<file path="src/tmr8_pkg.sv">
// tmr8_pkg: constants and carrier types for the 8-bit compare timer core
// assumes one synchronous clock domain; control bits arrive as plain ports
package tmr8_pkg;
	localparam logic [7:0] BOTTOM_VAL  = 8'h00;
	localparam logic [7:0] MAX_VAL     = 8'hFF;
	localparam logic [7:0] CNT_RST     = 8'h00;
	localparam logic [7:0] CMP_RST     = 8'h00;
	localparam logic [2:0] CLK_STOP    = 3'h0;
	localparam logic [2:0] CLK_DIV1    = 3'h1;
	localparam logic [2:0] CLK_DIV8    = 3'h2;
	localparam logic [2:0] CLK_DIV32   = 3'h3;
	localparam logic [2:0] CLK_DIV64   = 3'h4;
	localparam logic [2:0] CLK_DIV128  = 3'h5;
	localparam logic [2:0] CLK_DIV256  = 3'h6;
	localparam logic [2:0] CLK_DIV1024 = 3'h7;
	localparam int         PRESCALE_W  = 10;
	// waveform mode codes
	localparam logic [2:0] WM_NORMAL   = 3'h0;
	localparam logic [2:0] WM_PC_MAX   = 3'h1;
	localparam logic [2:0] WM_CTC      = 3'h2;
	localparam logic [2:0] WM_FAST_MAX = 3'h3;
	localparam logic [2:0] WM_PC_CMPA  = 3'h5;
	localparam logic [2:0] WM_FAST_CMPA = 3'h7;
	// compare output mode codes
	localparam logic [1:0] COM_NONE    = 2'h0;
	localparam logic [1:0] COM_TOGGLE  = 2'h1;
	localparam logic [1:0] COM_CLEAR   = 2'h2;
	localparam logic [1:0] COM_SET     = 2'h3;
	// flag bit positions in interrupt_flag_reg / interrupt_mask_reg
	localparam int         FLG_OVF     = 0;
	localparam int         FLG_CMPA    = 1;
	localparam int         FLG_CMPB    = 2;
	localparam logic [2:0] FLAGS_RST   = 3'h0;

	typedef struct packed {
		logic       wr;   // counter_value write strobe
		logic [7:0] data; // value written
	} tmr8_cnt_wr_t;

	typedef struct packed {
		logic [1:0] mode_b; // compare_output_mode channel B
		logic [1:0] mode_a; // compare_output_mode channel A
	} tmr8_com_t;
endpackage : tmr8_pkg

</file>
<file path="src/tmr8_core.sv">
// tmr8_core: 8-bit timer/counter with two compare channels and pin override
// assumes all inputs synchronous to clk; the oscillator clock is pre-synced
//
// Behaviour
// - tick from io clock or oscillator
// - clock select zero stops the counter
// - counter readable and writable at any time
// - cpu write beats clear and count
// - bottom, max and top signalled
// - three-bit waveform mode selects the sequence
// - match sets compare flag next tick
// - flag cleared by service or one-write
// - requests visible in flags, individually masked
// - compare buffered in pwm modes only
// - cpu writes reach buffer or active
// - force strobe changes output, not flag, in non-pwm modes
// - counter write blocks next-tick matches
// - output state kept across mode change
// - output mode bits act immediately
// - nonzero output mode overrides port value
// - overflow flag set per waveform mode
// - power-off bit stops the counter tick
// - mode zero wraps, overflow at zero
// - mode two clears on compare a
// - output mode zero changes nothing
`timescale 1ns/1ps
module tmr8_core
(
	input  wire logic                  clk,              // io clock, 50 MHz
	input  wire logic                  rst_b,            // async reset, active low
	input  wire logic                  timer_power_off_bit, // counter tick stopped
	input  wire logic                  async_clock_select, // use oscillator tick
	input  wire logic                  osc_tick,         // synced oscillator tick pulse
	input  wire logic [2:0]            clock_select_field, // source / prescale
	input  wire logic [2:0]            waveform_mode_field, // counting sequence
	input  wire tmr8_pkg::tmr8_com_t   compare_output_mode, // per-channel output mode
	input  wire tmr8_pkg::tmr8_cnt_wr_t cnt_wr,          // counter_value write
	input  wire logic                  cmp_a_wr,         // compare_a_value write
	input  wire logic                  cmp_b_wr,         // compare_b_value write
	input  wire logic [7:0]            cmp_wdata,        // compare write data
	input  wire logic [1:0]            force_compare_strobe, // b,a force pulses
	input  wire logic [2:0]            flag_clr,         // write-one-to-clear flags
	input  wire logic [2:0]            flag_ack,         // interrupt serviced pulses
	input  wire logic [2:0]            interrupt_mask_reg, // mask bits
	input  wire logic [1:0]            port_value,       // b,a general port values
	output logic [7:0]                 counter_value,    // counter readback
	output logic [7:0]                 compare_a_value,  // cpu view of compare a
	output logic [7:0]                 compare_b_value,  // cpu view of compare b
	output logic [2:0]                 interrupt_flag_reg, // flag readback
	output logic [2:0]                 irq,              // flag and mask requests
	output logic                       compare_a_output, // pin value channel a
	output logic                       compare_b_output  // pin value channel b
);
	////////////////////////////////////////////////////////////////////////
	// helpers
	function automatic logic is_pwm(input logic [2:0] wm);
		is_pwm = (wm != tmr8_pkg::WM_NORMAL) && (wm != tmr8_pkg::WM_CTC);
	endfunction : is_pwm

	function automatic logic apply_com(input logic [1:0] m, input logic cur);
		unique case (m)
			tmr8_pkg::COM_NONE:   apply_com = cur;
			tmr8_pkg::COM_TOGGLE: apply_com = ~cur;
			tmr8_pkg::COM_CLEAR:  apply_com = 1'b0;
			tmr8_pkg::COM_SET:    apply_com = 1'b1;
		endcase
	endfunction : apply_com

	////////////////////////////////////////////////////////////////////////
	// prescaler and tick
	logic [tmr8_pkg::PRESCALE_W-1:0] pre_reg, pre_next;
	logic                             tick;
	logic                             sel_tick;

	// prescale tap select
	always_comb
	begin
		pre_next = pre_reg + 1'b1;
		unique case (clock_select_field)
			tmr8_pkg::CLK_DIV1:    sel_tick = 1'b1;
			tmr8_pkg::CLK_DIV8:    sel_tick = (pre_reg[2:0] == 3'h7);
			tmr8_pkg::CLK_DIV32:   sel_tick = (pre_reg[4:0] == 5'h1F);
			tmr8_pkg::CLK_DIV64:   sel_tick = (pre_reg[5:0] == 6'h3F);
			tmr8_pkg::CLK_DIV128:  sel_tick = (pre_reg[6:0] == 7'h7F);
			tmr8_pkg::CLK_DIV256:  sel_tick = (pre_reg[7:0] == 8'hFF);
			tmr8_pkg::CLK_DIV1024: sel_tick = (pre_reg == 10'h3FF);
			default:               sel_tick = 1'b0;
		endcase
		if (async_clock_select)
			sel_tick = sel_tick & osc_tick;
		if ((clock_select_field == tmr8_pkg::CLK_STOP) || timer_power_off_bit)
			sel_tick = 1'b0;
		tick = sel_tick;
	end

	always_ff @(posedge clk or negedge rst_b)
	begin
		if (!rst_b)
			pre_reg <= '0;
		else
			pre_reg <= pre_next;
	end

	////////////////////////////////////////////////////////////////////////
	// counter unit
	logic [7:0] cnt_reg, cnt_next;
	logic       dir_down_reg, dir_down_next;
	logic [7:0] ocr_a_reg, ocr_a_next, ocr_b_reg, ocr_b_next;
	logic [7:0] buf_a_reg, buf_a_next, buf_b_reg, buf_b_next;
	logic [7:0] view_a_reg, view_a_next, view_b_reg, view_b_next;
	logic       block_reg, block_next;
	logic [2:0] flg_reg, flg_next;
	logic [1:0] oc_reg, oc_next;
	logic [1:0] pin_reg, pin_next;
	logic [2:0] irq_reg, irq_next;
	logic [7:0] top_val;
	logic       at_top, at_bottom, at_max, pc_mode, ovf_set;
	logic       match_a, match_b;
	logic       sbot, stop_evt;

	always_comb
	begin
		pc_mode   = (waveform_mode_field[1:0] == 2'h1);
		top_val   = (waveform_mode_field[2] || waveform_mode_field == tmr8_pkg::WM_CTC)
			? ocr_a_reg : tmr8_pkg::MAX_VAL;
		at_top    = (cnt_reg == top_val);
		at_bottom = (cnt_reg == tmr8_pkg::BOTTOM_VAL);
		at_max    = (cnt_reg == tmr8_pkg::MAX_VAL);
		match_a   = tick && !block_reg && (cnt_reg == ocr_a_reg);
		match_b   = tick && !block_reg && (cnt_reg == ocr_b_reg);
	end

	always_comb
	begin
		cnt_next      = cnt_reg;
		dir_down_next = dir_down_reg;
		ovf_set       = 1'b0;
		sbot          = 1'b0;
		stop_evt      = 1'b0;
		if (tick)
		begin
			if (pc_mode)
			begin
				if (!dir_down_reg && at_top)
				begin
					dir_down_next = 1'b1;
					cnt_next      = cnt_reg - 1'b1;
					stop_evt      = 1'b1;
				end
				else if (dir_down_reg && at_bottom)
				begin
					dir_down_next = 1'b0;
					cnt_next      = cnt_reg + 1'b1;
					ovf_set       = 1'b1;
					sbot          = 1'b1;
				end
				else
					cnt_next = dir_down_reg ? cnt_reg - 1'b1 : cnt_reg + 1'b1;
			end
			else if (at_top && waveform_mode_field != tmr8_pkg::WM_NORMAL)
			begin
				cnt_next = tmr8_pkg::BOTTOM_VAL;
				sbot     = 1'b1;
				ovf_set  = is_pwm(waveform_mode_field) || at_max;
				stop_evt = 1'b1;
			end
			else
			begin
				cnt_next      = cnt_reg + 1'b1;
				dir_down_next = 1'b0;
				ovf_set       = at_max;
				sbot          = at_max;
			end
		end
		if (cnt_wr.wr)
			cnt_next = cnt_wr.data;
		block_next = cnt_wr.wr ? 1'b1 : (tick ? 1'b0 : block_reg);
	end

	always_comb
	begin
		buf_a_next = cmp_a_wr ? cmp_wdata : buf_a_reg;
		buf_b_next = cmp_b_wr ? cmp_wdata : buf_b_reg;
		ocr_a_next = ocr_a_reg;
		ocr_b_next = ocr_b_reg;
		if (!is_pwm(waveform_mode_field))
		begin
			if (cmp_a_wr)
				ocr_a_next = cmp_wdata;
			if (cmp_b_wr)
				ocr_b_next = cmp_wdata;
		end
		else if ((pc_mode && stop_evt) || (!pc_mode && sbot))
		begin
			ocr_a_next = buf_a_reg;
			ocr_b_next = buf_b_reg;
		end
		// cpu view follows the access target, registered for the compare value readback
		view_a_next = is_pwm(waveform_mode_field) ? buf_a_next : ocr_a_next;
		view_b_next = is_pwm(waveform_mode_field) ? buf_b_next : ocr_b_next;
	end

	// compare output state and flags
	always_comb
	begin
		logic [1:0] m;
		logic [1:0] mm;
		logic [1:0] frc;
		m   = tmr8_pkg::COM_NONE;
		mm  = {match_b, match_a};
		frc = is_pwm(waveform_mode_field) ? 2'h0 : force_compare_strobe;
		oc_next = oc_reg;
		for (int i = 0; i < 2; i++)
		begin
			m = (i == 0) ? compare_output_mode.mode_a : compare_output_mode.mode_b;
			if (!is_pwm(waveform_mode_field))
			begin
				if (mm[i] || frc[i])
					oc_next[i] = apply_com(m, oc_reg[i]);
			end
			else if (m[1])
			begin
				if (mm[i])
					oc_next[i] = m[0] ^ (pc_mode & dir_down_reg) ? 1'b1 : 1'b0;
				else if (!pc_mode && sbot)
					oc_next[i] = ~m[0];
			end
		end
		pin_next[0] = (compare_output_mode.mode_a != tmr8_pkg::COM_NONE)
			? oc_next[0] : port_value[0];
		pin_next[1] = (compare_output_mode.mode_b != tmr8_pkg::COM_NONE)
			? oc_next[1] : port_value[1];
		flg_next = flg_reg & ~(flag_clr | flag_ack);
		flg_next[tmr8_pkg::FLG_OVF]  = flg_next[tmr8_pkg::FLG_OVF] | ovf_set;
		flg_next[tmr8_pkg::FLG_CMPA] = flg_next[tmr8_pkg::FLG_CMPA] | match_a;
		flg_next[tmr8_pkg::FLG_CMPB] = flg_next[tmr8_pkg::FLG_CMPB] | match_b;
		irq_next = flg_next & interrupt_mask_reg;
	end

	always_ff @(posedge clk or negedge rst_b)
	begin
		if (!rst_b)
		begin
			cnt_reg      <= tmr8_pkg::CNT_RST;
			dir_down_reg <= 1'b0;
			ocr_a_reg    <= tmr8_pkg::CMP_RST;
			ocr_b_reg    <= tmr8_pkg::CMP_RST;
			buf_a_reg    <= tmr8_pkg::CMP_RST;
			buf_b_reg    <= tmr8_pkg::CMP_RST;
			view_a_reg   <= tmr8_pkg::CMP_RST;
			view_b_reg   <= tmr8_pkg::CMP_RST;
			block_reg    <= 1'b0;
			flg_reg      <= tmr8_pkg::FLAGS_RST;
			oc_reg       <= 2'h0;
			pin_reg      <= 2'h0;
			irq_reg      <= 3'h0;
		end
		else
		begin
			cnt_reg      <= cnt_next;
			dir_down_reg <= dir_down_next;
			ocr_a_reg    <= ocr_a_next;
			ocr_b_reg    <= ocr_b_next;
			buf_a_reg    <= buf_a_next;
			buf_b_reg    <= buf_b_next;
			view_a_reg   <= view_a_next;
			view_b_reg   <= view_b_next;
			block_reg    <= block_next;
			flg_reg      <= flg_next;
			oc_reg       <= oc_next;
			pin_reg      <= pin_next;
			irq_reg      <= irq_next;
		end
	end

	////////////////////////////////////////////////////////////////////////
	// outputs, all from flip-flops
	assign counter_value      = cnt_reg;
	assign compare_a_value    = view_a_reg;
	assign compare_b_value    = view_b_reg;
	assign interrupt_flag_reg = flg_reg;
	assign irq                = irq_reg;
	assign compare_a_output   = pin_reg[0];
	assign compare_b_output   = pin_reg[1];
endmodule : tmr8_core

</file>
<file path="config.mk">
export PLATFORM = sky130hd
export DESIGN_NAME = tmr8_core
export DESIGN_NICKNAME = d
export VERILOG_FILES = /design/src/tmr8_pkg.sv /design/src/tmr8_core.sv
export SDC_FILE = /design/constraint.sdc
export NUM_CORES = 1
export LEC_CHECK = 0
export ABC_AREA = 1
export BUFFER_PORTS_ARGS = -buffer_cell sky130_fd_sc_hd__buf_2
export CORE_ASPECT_RATIO = 0.7
export CORE_MARGIN = 4
export CORE_UTILIZATION = 60
export CTS_CLUSTER_SIZE = 10
export DETAILED_ROUTE_END_ITERATION = 10
export PLACE_DENSITY = 0.85
export SLEW_MARGIN = 40
export SYNTH_ARGS = -nofsm -noshare
export SYNTH_HDL_FRONTEND = slang
export SYNTH_SLANG_ARGS = --single-unit
</file>
<file path="constraint.sdc">
create_clock -name clk -period 3.4 [get_ports clk]
set_input_delay 0 -clock clk [delete_from_list [all_inputs] [get_ports clk]]
set_output_delay 0 -clock clk [all_outputs]
set_load 0.01 [all_outputs]
</file>
### After elaboration in Yosys (flattened, before gate mapping)

Cells that the tools add are included.

* order comparisons: 0
* $mul: 0
* divide/modulo/power cells: 0
* reductions and logical operators: 27
* bitwise gates (word level): 15
* equality and inequality tests: 28
* multiplexer cells: 56
* add/sub/neg operators: 3
* shift operators: 0

Operators by type and width (count)
* two-way mux 8 bit: 18
* two-way mux 1 bit: 34
* == test 8 bit: 3
* == test 8 bit, second input constant: 2
* == test 3 bit, second input constant: 5
* adder 10 x 1 -> 10 bit, second input constant: 1
* == test 10 bit, second input constant: 1
* == test 3 x 2 -> 1 bit, second input constant: 3
* logical AND 1 bit: 9
* adder 8 x 1 -> 8 bit, second input constant: 1
* == test 2 bit, second input constant: 4
* logical NOT 8 bit: 1
* case mux 1 bit (4 select lines): 2
* subtractor 8 x 1 -> 8 bit, second input constant: 1
* == test 7 bit, second input constant: 1
* case mux 1 bit (7 select lines): 1
* bitwise AND 3 bit: 2
* == test 2 x 1 -> 1 bit, second input constant: 3
* == test 6 bit, second input constant: 1
* logical OR 1 bit: 6
* nonzero test 2 bit: 3
* == test 5 bit, second input constant: 1
* logical NOT 2 bit: 2
* NOT 1 bit: 4
* other kinds (14): 20

* bits of input ports: 47
* RAM bits: 0
* output and inout bits: 32
* logic and storage cells: 143
* bits in read-only memories: 0
* register bits after elaboration: 78
* latch bits: 0
* memories kept: 0

### Longest topological paths before layout

Gate-level depths: netlist of the first run.

* depth after elaboration: 14
* mapped depth: 17
* mapped depth without buffers: 17

### Least setup slack after synthesis of the first run

No wires, ideal clock.

* path type: register to register
* from: register pre_reg[0] in the netlist's numbering
* to: register cnt_reg[5] (netlist: counter_value[5])
* arrival time: 1923 ps
* slack: 1400 ps
* buffers on the path: 0
* setup time: 78 ps
* required time: 3322 ps
* stages on the path, launching flop included: 14
* period minus slack after synthesis: 2000 ps
* cells stage by stage: dfrtp_1 ha_1 nand2_1 nor2_2 ha_1 o21ai_0 a31oi_1 nand2_2 inv_4 nor2_1 inv_1 nand2_1 a31oi_1 a21oi_1

* longest elaborated chain between the ends: 6
* elaborated cells on any way between the ends: 11
* classes of those cells: eq/ne: 6; mux: 3; bitwise: 1; reduce/logical: 1

Ends and longest elaborated chain
* start: declaration: RTL line tmr8_core.sv:71 `logic [tmr8_pkg::PRESCALE_W-1:0] pre_reg, pre_next;`
* start signal: assignment: RTL line tmr8_core.sv:101 `pre_reg <= pre_next;`
* == test 10 bit (tied with other cells): RTL line tmr8_core.sv:86 `tmr8_pkg::CLK_DIV1024: sel_tick = (pre_reg == 10'h3FF);`
* case mux 1 bit (7 select lines) (*): RTL line tmr8_core.sv:79 `unique case (clock_select_field)`
* bitwise AND 1 bit: RTL line tmr8_core.sv:90 `sel_tick = sel_tick & osc_tick;`
* two-way mux 1 bit (*): RTL line tmr8_core.sv:89 `if (async_clock_select)`
* two-way mux 1 bit (*): RTL line tmr8_core.sv:91 `if ((clock_select_field == tmr8_pkg::CLK_STOP) || timer_power_off_bit)`
* nonzero test 2 bit (no line) (*)
* end signal: assignment: RTL line tmr8_core.sv:244 `cnt_reg <= tmr8_pkg::CNT_RST;`
* end signal: assignment: RTL line tmr8_core.sv:260 `cnt_reg <= cnt_next;`
* end: declaration: RTL line tmr8_core.sv:106 `logic [7:0] cnt_reg, cnt_next;`

Every way passes the cells marked *; elsewhere a longest branch is shown, timed or not.
A chain may end at the register's enable or synchronous reset.

### Final worst setup path of the first run

* from: register pre_reg[0] in the netlist's numbering
* to: register pin_reg[0]

* longest elaborated chain between the ends: 12
* elaborated cells on any way between the ends: 21
* classes of those cells: eq/ne: 6; mux: 10; bitwise: 1; reduce/logical: 4

Ends and longest elaborated chain
* == test 10 bit (tied with other cells): RTL line tmr8_core.sv:86
* case mux 1 bit (7 select lines) (*): RTL line tmr8_core.sv:79
* bitwise AND 1 bit: RTL line tmr8_core.sv:90
* two-way mux 1 bit (*): RTL line tmr8_core.sv:89
* two-way mux 1 bit (*): RTL line tmr8_core.sv:91
* two-way mux 1 bit: RTL line tmr8_core.sv:140 `if (tick)`
* logical AND 1 bit: RTL line tmr8_core.sv:225 `else if (!pc_mode && sbot)`
* two-way mux 1 bit: RTL line tmr8_core.sv:225
* two-way mux 1 bit: RTL line tmr8_core.sv:223 `if (mm[i])`
* two-way mux 1 bit: RTL line tmr8_core.sv:221 `else if (m[1])`
* two-way mux 1 bit (*): RTL line tmr8_core.sv:216 `if (!is_pwm(waveform_mode_field))`
* two-way mux 1 bit (*): RTL line tmr8_core.sv:230 `? oc_next[0] : port_value[0];`
* via pin_next[0]: RTL line tmr8_core.sv:114 `logic [1:0] pin_reg, pin_next;`
* end signal: assignment: RTL line tmr8_core.sv:271 `pin_reg <= pin_next;`
* end: declaration: RTL line tmr8_core.sv:114

The timed path passes the listed nets; every way through them passes the cells marked *.

==> results of run 1 <==
## through the flow
step	power, mW	cells
CTS	2.40	756
detailed placement	1.64	702
global route	2.53	756
finish	2.40	756
floorplan	1.46	547
global placement	1.62	702
## worst max-delay path, delay by kind of cell (launching register included)
kind            cells  cell delay [ns]
compound gates      3             0.37
fa+ha+maj           2             0.39
buf+inv             2             0.62
simple gates        8             0.82
flops               1             0.41
## worst paths after layout
check                           startpoint               end  slack, ns
worst min register to register  pre_reg[0]        pre_reg[0]       0.47
worst max register to register  pre_reg[0]        pin_reg[0]       0.66
max in group asynchronous            rst_b            irq[1]       2.71
worst min-delay path             cnt_wr[8]  counter_value[4]       0.02
worst max-delay path            pre_reg[0]        pin_reg[0]       0.66
min in group asynchronous            rst_b  counter_value[2]       0.23
## area by class of cell
class | instances | area [µm²]
Inverter | 69 | 262
Tap cell | 94 | 118
Clock buffer | 10 | 138
Timing Repair Buffer | 117 | 785
Clock inverter | 6 | 67.6
Fill cell | 517 | 1560
Sequential cell | 78 | 1950
Multi-Input combinational cell | 382 | 1940
## cells in the mapped netlist
cell type | instances | area [µm²]
sky130_fd_sc_hd__inv_2 | 6 | 22.5
sky130_fd_sc_hd__nand4_1 | 5 | 31.3
sky130_fd_sc_hd__dfrtp_1 | 78 | 1950
sky130_fd_sc_hd__nor2_1 | 27 | 101
sky130_fd_sc_hd__ha_1 | 5 | 62.6
sky130_fd_sc_hd__clkbuf_1 | 9 | 33.8
sky130_fd_sc_hd__a31oi_1 | 2 | 12.5
sky130_fd_sc_hd__a21boi_1 | 1 | 7.51
sky130_fd_sc_hd__a21boi_0 | 3 | 22.5
sky130_fd_sc_hd__nor2_4 | 1 | 11.3
sky130_fd_sc_hd__nand2_2 | 6 | 37.5
sky130_fd_sc_hd__nand3b_1 | 2 | 15.0
sky130_fd_sc_hd__o221ai_1 | 3 | 26.3
sky130_fd_sc_hd__nor3b_1 | 1 | 7.51
sky130_fd_sc_hd__o21bai_1 | 1 | 7.51
sky130_fd_sc_hd__a21oi_1 | 16 | 80.1
sky130_fd_sc_hd__o22ai_1 | 1 | 6.26
sky130_fd_sc_hd__nor3_2 | 2 | 20.0
sky130_fd_sc_hd__buf_6 | 3 | 33.8
sky130_fd_sc_hd__nand3_1 | 22 | 110
sky130_fd_sc_hd__buf_4 | 3 | 22.5
sky130_fd_sc_hd__clkbuf_2 | 1 | 5.00
sky130_fd_sc_hd__a21oi_2 | 14 | 123
sky130_fd_sc_hd__o21ai_0 | 43 | 215
sky130_fd_sc_hd__inv_4 | 1 | 6.26
sky130_fd_sc_hd__buf_2 | 2 | 10.0
sky130_fd_sc_hd__o21ai_1 | 21 | 105
sky130_fd_sc_hd__inv_1 | 62 | 233
sky130_fd_sc_hd__nor3_1 | 3 | 15.0
sky130_fd_sc_hd__a32oi_1 | 1 | 8.76
sky130_fd_sc_hd__a22oi_1 | 1 | 7.51
sky130_fd_sc_hd__xnor2_1 | 4 | 35.0
sky130_fd_sc_hd__nor2_2 | 3 | 18.8
sky130_fd_sc_hd__xor2_1 | 13 | 114
sky130_fd_sc_hd__and2_1 | 2 | 12.5
sky130_fd_sc_hd__nand2_1 | 169 | 634
sky130_fd_sc_hd__o211ai_1 | 4 | 30.0
sky130_fd_sc_hd__o31ai_1 | 2 | 15.0
sky130_fd_sc_hd__nand3_4 | 1 | 17.5
sky130_fd_sc_hd__nand3_2 | 3 | 30.0
## per-layer routing
layer,track usage (%),vias up
met5,0,-
met4,10.6,0
met3,6.24,24
met2,45.1,156
met1,38.1,1935
li1,-,1986
## power groups by stage
stage	Sequential [mW]	Clock, mW	Combinational, mW
6_report	1.10	0.733	0.566
5_1_grt	1.11	0.783	0.636
4_1_cts	1.10	0.743	0.559
3_5_place_dp	1.12	0	0.521
3_3_place_gp	1.12	0	0.506
2_1_floorplan	1.10	0	0.357
## cells by family (layout without fill, tap and decap cells)
logic type / count (synthesis) / count (layout) / share of synthesized area [%]
compound gates: 113 / 113 / 15.7
xor+xnor: 17 / 17 / 3.50
flops: 78 / 78 / 45.8
fa+ha+maj: 5 / 5 / 1.47
simple gates: 247 / 247 / 24.9
buf+inv: 87 / 202 / 8.61
==> results.md, run 1 <==
- Endpoint arrival time on the critical path: 3.00 ns
- Register area share after synthesis: 45.8%
- Util after Layout: 77.2%
- Run status: finished clean
- CP max stage cell: sky130_fd_sc_hd__dlygate4sd3_1
- Biggest fanout along the worst timing path: 5
- Normalized max-slew margin: 54.0%
- Maximum ir drop on the vdd rail: 365 µV
- Post-DP HPWL: 7.58 mm
- Synth Register Bits: 78
- Maxcap violations: 0
- Placement Setup Slack: 1.05 ns
- Largest net degree at the start of global routing: 79
- Clock tree buffer depth: 2
- Fmax: 364 MHz
- Time the worst path needs with I/O delays and setup: 2.74 ns
- Die extent in y: 78.5 µm
- WL met2: 5.32 mm
- Commonest non-fill, non-tap cell in the layout: sky130_fd_sc_hd__nand2_1
- Number of flip-flops in the largest register: 10
- CTS tree: done
- Leakage: 2.74 nW
- Count of boundary I/O pins: 79
- CP max stage delay: 0.55 ns
- Number of sinks handled by clock tree synthesis: 78
- Starting Density: 62.5%
- Cell-internal power: 1.61 mW
- Number of diodes added for antenna fixing: 0
- Via/cell ratio: 5.42
- Start-to-end type of the worst setup path: flop to flop
- Commonest cells after routing, fill and taps aside: sky130_fd_sc_hd__nand2_1 (169), sky130_fd_sc_hd__dfrtp_1 (78), sky130_fd_sc_hd__buf_2 (77)
- Depth of the CTS H-tree: 3
- Total of buffers placed on input and output ports: 78
- Critical path, cell by cell: ha_1 -> nand2_1 -> nor2_2 -> ha_1 -> o21ai_0 -> a31oi_1 -> nand2_2 -> inv_4 -> nand3_1 -> nand2_1 -> nand2_1 -> o211ai_1 -> nand3_1 -> nand2_1 -> dlygate4sd3_1
- Area of the die: 8530 µm²
- Post-synth net total: 599
- Number of hold-repair buffers added at the cts stage: 38
- Met1 routed wirelength after detailed routing: 4.97 mm
- Worst Hold Path Cells: 3
- Critical Path RT: 3.66 ns
- Total Nets Final: 709
- Switching share of power: 33.2%
- Synth warnings: 0
- Met3 wirelength from detailed routing: 874 µm
- Routability Congestion: 0.904
- Drt total wl: 11.4 mm
- Wire length of the first global-routing pass: 18.7 mm
- Instance area at placement: 4680 µm²
- Unrepaired setup endpoints after global routing: no
- Setup Fix Bufs, Post-CTS: 0
- Overflow after GRT: 0
- Remaining design rule violation count: 0
- Detailed router's first-iteration violation count: 256
- Total GRT Usage: 28.4%
- Number of buffers created by CTS: 9
- Worst reg2reg path depth: 15
- Cell mode on critical path: sky130_fd_sc_hd__nand2_1
- Post-synthesis cell count: 547
- Latest clock arrival within the worst-skew pair: 0.37 ns
- Part of the power in registers: 45.9%
- Core area: 6820 µm²
- DR WL/cell: 15.1 µm
- Slew at the pin closest to its max-slew limit: 0.689 ns
- Reported net switching power: 0.797 mW
- Final setup violation count: 0
- Fraction of power consumed by the clock network: 30.5%
- Worst hold slack: 0.0180 ns
- Root buffer cell: sky130_fd_sc_hd__clkbuf_8
- Count of cells resized by post-cts repair: 0
- Sort of element at the start of the critical path: flop
- Power density cells: 457 nW/µm²
- Iteration count of the initial detailed-routing pass: 4
- Setup TNS: 0 ns
- Worst hold path type: input port to flop
- Share of the clock period used by the worst path: 80.7%
- Number of pins exceeding their max-slew limit in the final report: 0
- Proportion of layout cells with a drive suffix above 1: 20.1%
- Via count of the first global-routing pass: 3,921
- Final Hold Violating Endpoints: 0
- Number of cell rows: 25
- Chip width: 109 µm
- Clock slew at the register clock pins of the worst setup and hold paths: 0.09 ns
- P&R area growth vs syn: 23.6%
- Setup skew after layout: 0.00972 ns
- Number of nets with antenna violations after routing: 0
- Number of vias after detailed routing: 4,101
- Synth Cell Area: 4260 µm²
- Top layer reached by signal wires: met4
- Share of total power in combinational logic: 23.6%
- Final worst-path setup slack: 0.656 ns
- Final design instance area without fill: 5260 µm²
- Kind of end point of the critical path: flop
- Post-Syn Area per Cell: 7.79 µm²
- Synth cell types: 40
- Number of antenna violations at the first check in global routing: 0
No activity file was read; power rests on OpenSTA's default activity.
==> run 2: changes to the inputs <==
ABC_AREA = 0   (was 1)
CORE_UTILIZATION = 51   (was 60)
PLACE_DENSITY = 0.77   (was 0.85)
clock period = 2.4 ns   (was 3.4 ns; I/O delays follow)
==> run 2 against run 1 <==
Via count increased by 11%. Highest routed layer unchanged. Worst hold slack about the same. Synthesized area increased by 3.8%. The flow now finishes with violations (setup timing). Largest power group unchanged. First-iteration DRC count increased by 40%. Largest cell class is now multi-input gates. Die area increased by 20%. Final cell count increased by 5.2%. Fmax increased by 3.7%. Critical endpoint unchanged. Total power increased by 72%. Sequential power increased by 43%.
==> results.md, run 2 <==
- P&R area growth vs syn: 46.3% (was 23.6%)
- Time the worst path needs with I/O delays and setup: 2.65 ns (was 2.74 ns)
- Total of buffers placed on input and output ports: 78 (unchanged)
- Core area: 8440 µm² (was 6820 µm²)
- DR WL/cell: 18.0 µm (was 15.1 µm)
- WL met2: 6.56 mm (was 5.32 mm)
- Kind of end point of the critical path: flop (unchanged)
- CP max stage delay: 0.52 ns (was 0.55 ns)
- Overflow after GRT: 0 (unchanged)
- Violated checks: setup timing
- Total Nets Final: 722 (was 709)
- Leakage: 3.13 nW (was 2.74 nW)
- Start-to-end type of the worst setup path: flop to flop (unchanged)
- Sort of element at the start of the critical path: flop (unchanged)
- Register area share after synthesis: 44.1% (was 45.8%)
- Number of fill cells: 564 (was 517)
- Chip width: 119 µm (was 109 µm)
- Run status: finished, violations left (was finished clean)
- Proportion of netlist area held by the largest area contributor: 44.1% (was 45.8%)
- Number of buffers created by CTS: 9 (unchanged)
- Clock tree buffer depth: 2 (unchanged)
- Drt total wl: 14.3 mm (was 11.4 mm)
- Fraction of power consumed by the clock network: 36.9% (was 30.5%)
- Number of vias after detailed routing: 4,560 (was 4,101)
- Cell type with the highest aggregate area in the netlist: sky130_fd_sc_hd__dfrtp_1 (unchanged)
- Post-synthesis cell count: 490 (was 547)
- Routability Congestion: 0.974 (was 0.904)
- Slew at the pin closest to its max-slew limit: 0.701 ns (was 0.689 ns)
- Via/cell ratio: 5.74 (was 5.42)
- Detailed router's first-iteration violation count: 358 (was 256)
- Via count of the first global-routing pass: 4,494 (was 3,921)
- Commonest cells after routing, fill and taps aside: sky130_fd_sc_hd__buf_4 (85), sky130_fd_sc_hd__dfrtp_1 (78), sky130_fd_sc_hd__buf_2 (77) (was sky130_fd_sc_hd__nand2_1 (169), sky130_fd_sc_hd__dfrtp_1 (78), sky130_fd_sc_hd__buf_2 (77))
- Largest net degree at the start of global routing: 79 (unchanged)
- Cell count after placement: 739 (was 702)
- Setup skew after layout: 0.00577 ns (was 0.00972 ns)
- Synth Cell Area: 4420 µm² (was 4260 µm²)
- Final design instance area without fill: 6470 µm² (was 5260 µm²)
- Post-synth net total: 542 (was 599)
- Cells taking the most area after synthesis: sky130_fd_sc_hd__dfrtp_1 (44%), sky130_fd_sc_hd__o21ai_0 (4.6%), sky130_fd_sc_hd__mux2i_1 (4.3%), sky130_fd_sc_hd__nand2_1 (3.9%), sky130_fd_sc_hd__inv_1 (3.7%) (was sky130_fd_sc_hd__dfrtp_1 (46%), sky130_fd_sc_hd__nand2_1 (15%), sky130_fd_sc_hd__inv_1 (5.5%), sky130_fd_sc_hd__o21ai_0 (5.1%), sky130_fd_sc_hd__a21oi_2 (2.9%))
- Post-DP HPWL: 9.84 mm (was 7.58 mm)
- Depth of the CTS H-tree: 3 (unchanged)
- CP max stage cell: sky130_fd_sc_hd__or4_4 (was sky130_fd_sc_hd__dlygate4sd3_1)
- CTS tree: done (unchanged)
- Fmax: 378 MHz (was 364 MHz)
- Final setup violation count: 12 (was 0)
- Share of the clock period used by the worst path: 110% (was 80.7%)
- Maximum ir drop on the vdd rail: 588 µV (was 365 µV)
- Root buffer cell: sky130_fd_sc_hd__clkbuf_16 (was sky130_fd_sc_hd__clkbuf_8)
- Cell-internal power: 2.92 mW (was 1.61 mW)
- Final Hold Violating Endpoints: 0 (unchanged)
- Share of total power in combinational logic: 25.1% (was 23.6%)
- Iteration count of the initial detailed-routing pass: 5 (was 4)
- Final worst-path setup slack: -0.246 ns (was 0.656 ns)
- Number of enable flip-flop cells after synthesis: 0 (unchanged)
- Commonest non-fill, non-tap cell in the layout: sky130_fd_sc_hd__buf_4 (was sky130_fd_sc_hd__nand2_1)
- Part of the power in registers: 38.0% (was 45.9%)
- Wire length of the first global-routing pass: 22.5 mm (was 18.7 mm)
- Count of boundary I/O pins: 79 (unchanged)
- Number of sinks handled by clock tree synthesis: 78 (unchanged)
- Instance area at placement: 5510 µm² (was 4680 µm²)
- Die extent in y: 85.9 µm (was 78.5 µm)
- Proportion of synthesized flip-flops having asynchronous set or reset: 100% (unchanged)
- Util after Layout: 76.6% (was 77.2%)
- Biggest fanout along the worst timing path: 4 (was 5)
- Area of the die: 10,200 µm² (was 8530 µm²)
- Maxcap violations: 0 (unchanged)
- Met1 routed wirelength after detailed routing: 6.19 mm (was 4.97 mm)
- Number of flip-flops in the largest register: 10 (unchanged)
- Synth cell types: 71 (was 40)
- Starting Density: 52.4% (was 62.5%)
- Power density cells: 639 nW/µm² (was 457 nW/µm²)
- Normalized max-slew margin: 53.2% (was 54.0%)
- Endpoint arrival time on the critical path: 2.87 ns (was 3.00 ns)
- Top layer reached by signal wires: met4 (unchanged)
- Cell types with the highest counts after synthesis: sky130_fd_sc_hd__dfrtp_1 (78), sky130_fd_sc_hd__nand2_1 (46), sky130_fd_sc_hd__inv_1 (44) (was sky130_fd_sc_hd__nand2_1 (169), sky130_fd_sc_hd__dfrtp_1 (78), sky130_fd_sc_hd__inv_1 (62))
- Total GRT Usage: 28.1% (was 28.4%)
- Most common cell in the netlist: sky130_fd_sc_hd__dfrtp_1 (was sky130_fd_sc_hd__nand2_1)
- Reported net switching power: 1.21 mW (was 0.797 mW)
- Latest clock arrival within the worst-skew pair: 0.34 ns (was 0.37 ns)
- Post-Syn Area per Cell: 9.02 µm² (was 7.79 µm²)
- Post-route insts no fill: 795 (was 756)
- Number of nets with antenna violations after routing: 0 (unchanged)
- Synth warnings: 0 (unchanged)
- Clock slew at the register clock pins of the worst setup and hold paths: 0.06 ns (was 0.09 ns)
- Worst hold path type: input port to flop (unchanged)
- Proportion of layout cells with a drive suffix above 1: 34.4% (was 20.1%)
- Met3 wirelength from detailed routing: 1.36 mm (was 874 µm)
- Number of pins exceeding their max-slew limit in the final report: 0 (unchanged)
- Number of diodes added for antenna fixing: 0 (unchanged)
- Unrepaired setup endpoints after global routing: yes (was no)
- Critical path, cell by cell: ha_2 -> and3_4 -> ha_4 -> nor2b_2 -> mux2i_1 -> a22o_2 -> o211ai_1 -> o211a_1 -> or4_4 -> o31a_1 (was ha_1 -> nand2_1 -> nor2_2 -> ha_1 -> o21ai_0 -> a31oi_1 -> nand2_2 -> inv_4 -> nand3_1 -> nand2_1 -> nand2_1 -> o211ai_1 -> nand3_1 -> nand2_1 -> dlygate4sd3_1)
- Remaining design rule violation count: 0 (unchanged)
- Dominant synthesized flop cell: sky130_fd_sc_hd__dfrtp_1 (unchanged)
- Synth Register Bits: 78 (unchanged)
- Family of cells with the greatest summed delay on the critical path: compound AO/OA/AOI/OAI gates (was simple AND/OR/NAND/NOR gates)
- Number of antenna violations at the first check in global routing: 0 (unchanged)
- Critical Path RT: 2.62 ns (was 3.66 ns)
- Buf+Inv Stages, Crit Path: 0 (was 2)
- Placement Setup Slack: -0.258 ns (was 1.05 ns)
- Number of cell rows: 28 (was 25)
- Switching share of power: 29.4% (was 33.2%)
==> run 2: cells by family after synthesis <==
group / count (synthesis) / synth area share (%)
simple gates: 151 / 17.8
compound gates: 146 / 22.1
flops: 78 / 44.1
buf+inv: 74 / 6.88
mux: 19 / 4.30
xor+xnor: 17 / 3.37
fa+ha+maj: 5 / 1.41
==> run 2: cell type report <==
cell class / instances / area (µm²) / share of cell area [%]
Sequential cell: 78 / 1950 / 30.2
Clock buffer: 12 / 256 / 3.97
Clock inverter: 4 / 77.6 / 1.20
Inverter: 44 / 165 / 2.55
Multi-Input combinational cell: 338 / 2420 / 37.4
Timing Repair Buffer: 199 / 1450 / 22.4
Tap cell: 120 / 150 / 2.32
==> run 2: worst paths after layout <==
kind	start	to	slack, ns	depth (start not counted)
setup / recovery	pre_reg[0]	pin_reg[0]	-0.25	10
hold / removal	cmp_wdata[3]	buf_b_reg[3]	0.02	3
setup reg to reg	pre_reg[0]	pin_reg[0]	-0.25	10
hold reg to reg	pre_reg[9]	pre_reg[9]	0.49	1
max in group asynchronous	rst_b	dir_down_reg	1.66	2
min in group asynchronous	rst_b	compare_a_value[1]	0.27	2
==> run 2: timing repair <==
action	4_1_cts	5_1_grt
pin swaps	12	13
buffers inserted	10	7
gates cloned	1	0
endpoints found under the hold margin	119	0
endpoints found under the setup margin	27	30
hold buffers	27	0
resized for setup	25	31
==> run 2: through the flow <==
step	total power [mW]	TNS, ns	hold slack (ns)
after global placement	2.47	-0.618	0.207
after floorplan	2.05	-0.0745	-0.296
after global routing	4.32	-2.93	0.0316
after detailed placement	2.50	-2.30	0.0868
final	4.13	-1.61	0.0178
after CTS	4.09	-0.474	0.000246
==> run 2: metal layers <==
layer / up-vias / track usage [%]
li1: 2118 / -
met1: 2199 / 38.5
met2: 218 / 43.6
met3: 25 / 9.89
met4: 0 / 5.61
met5: - / 0
==> run 2: worst min-delay path, stage by stage <==
cell and delay [ns]:
sky130_fd_sc_hd__buf_2 0.15, sky130_fd_sc_hd__nand2_1 0.08, sky130_fd_sc_hd__o21ai_0 0.08
==> run 2: power by group through the flow <==
| stage | Sequential, mW | Clock, mW | Combinational, mW |
|---|---|---|---|
| global placement | 1.58 | 0 | 0.893 |
| floorplan | 1.57 | 0 | 0.479 |
| global route | 1.58 | 1.61 | 1.13 |
| finish | 1.57 | 1.52 | 1.04 |
| detailed placement | 1.58 | 0 | 0.915 |
| CTS | 1.56 | 1.55 | 0.988 |
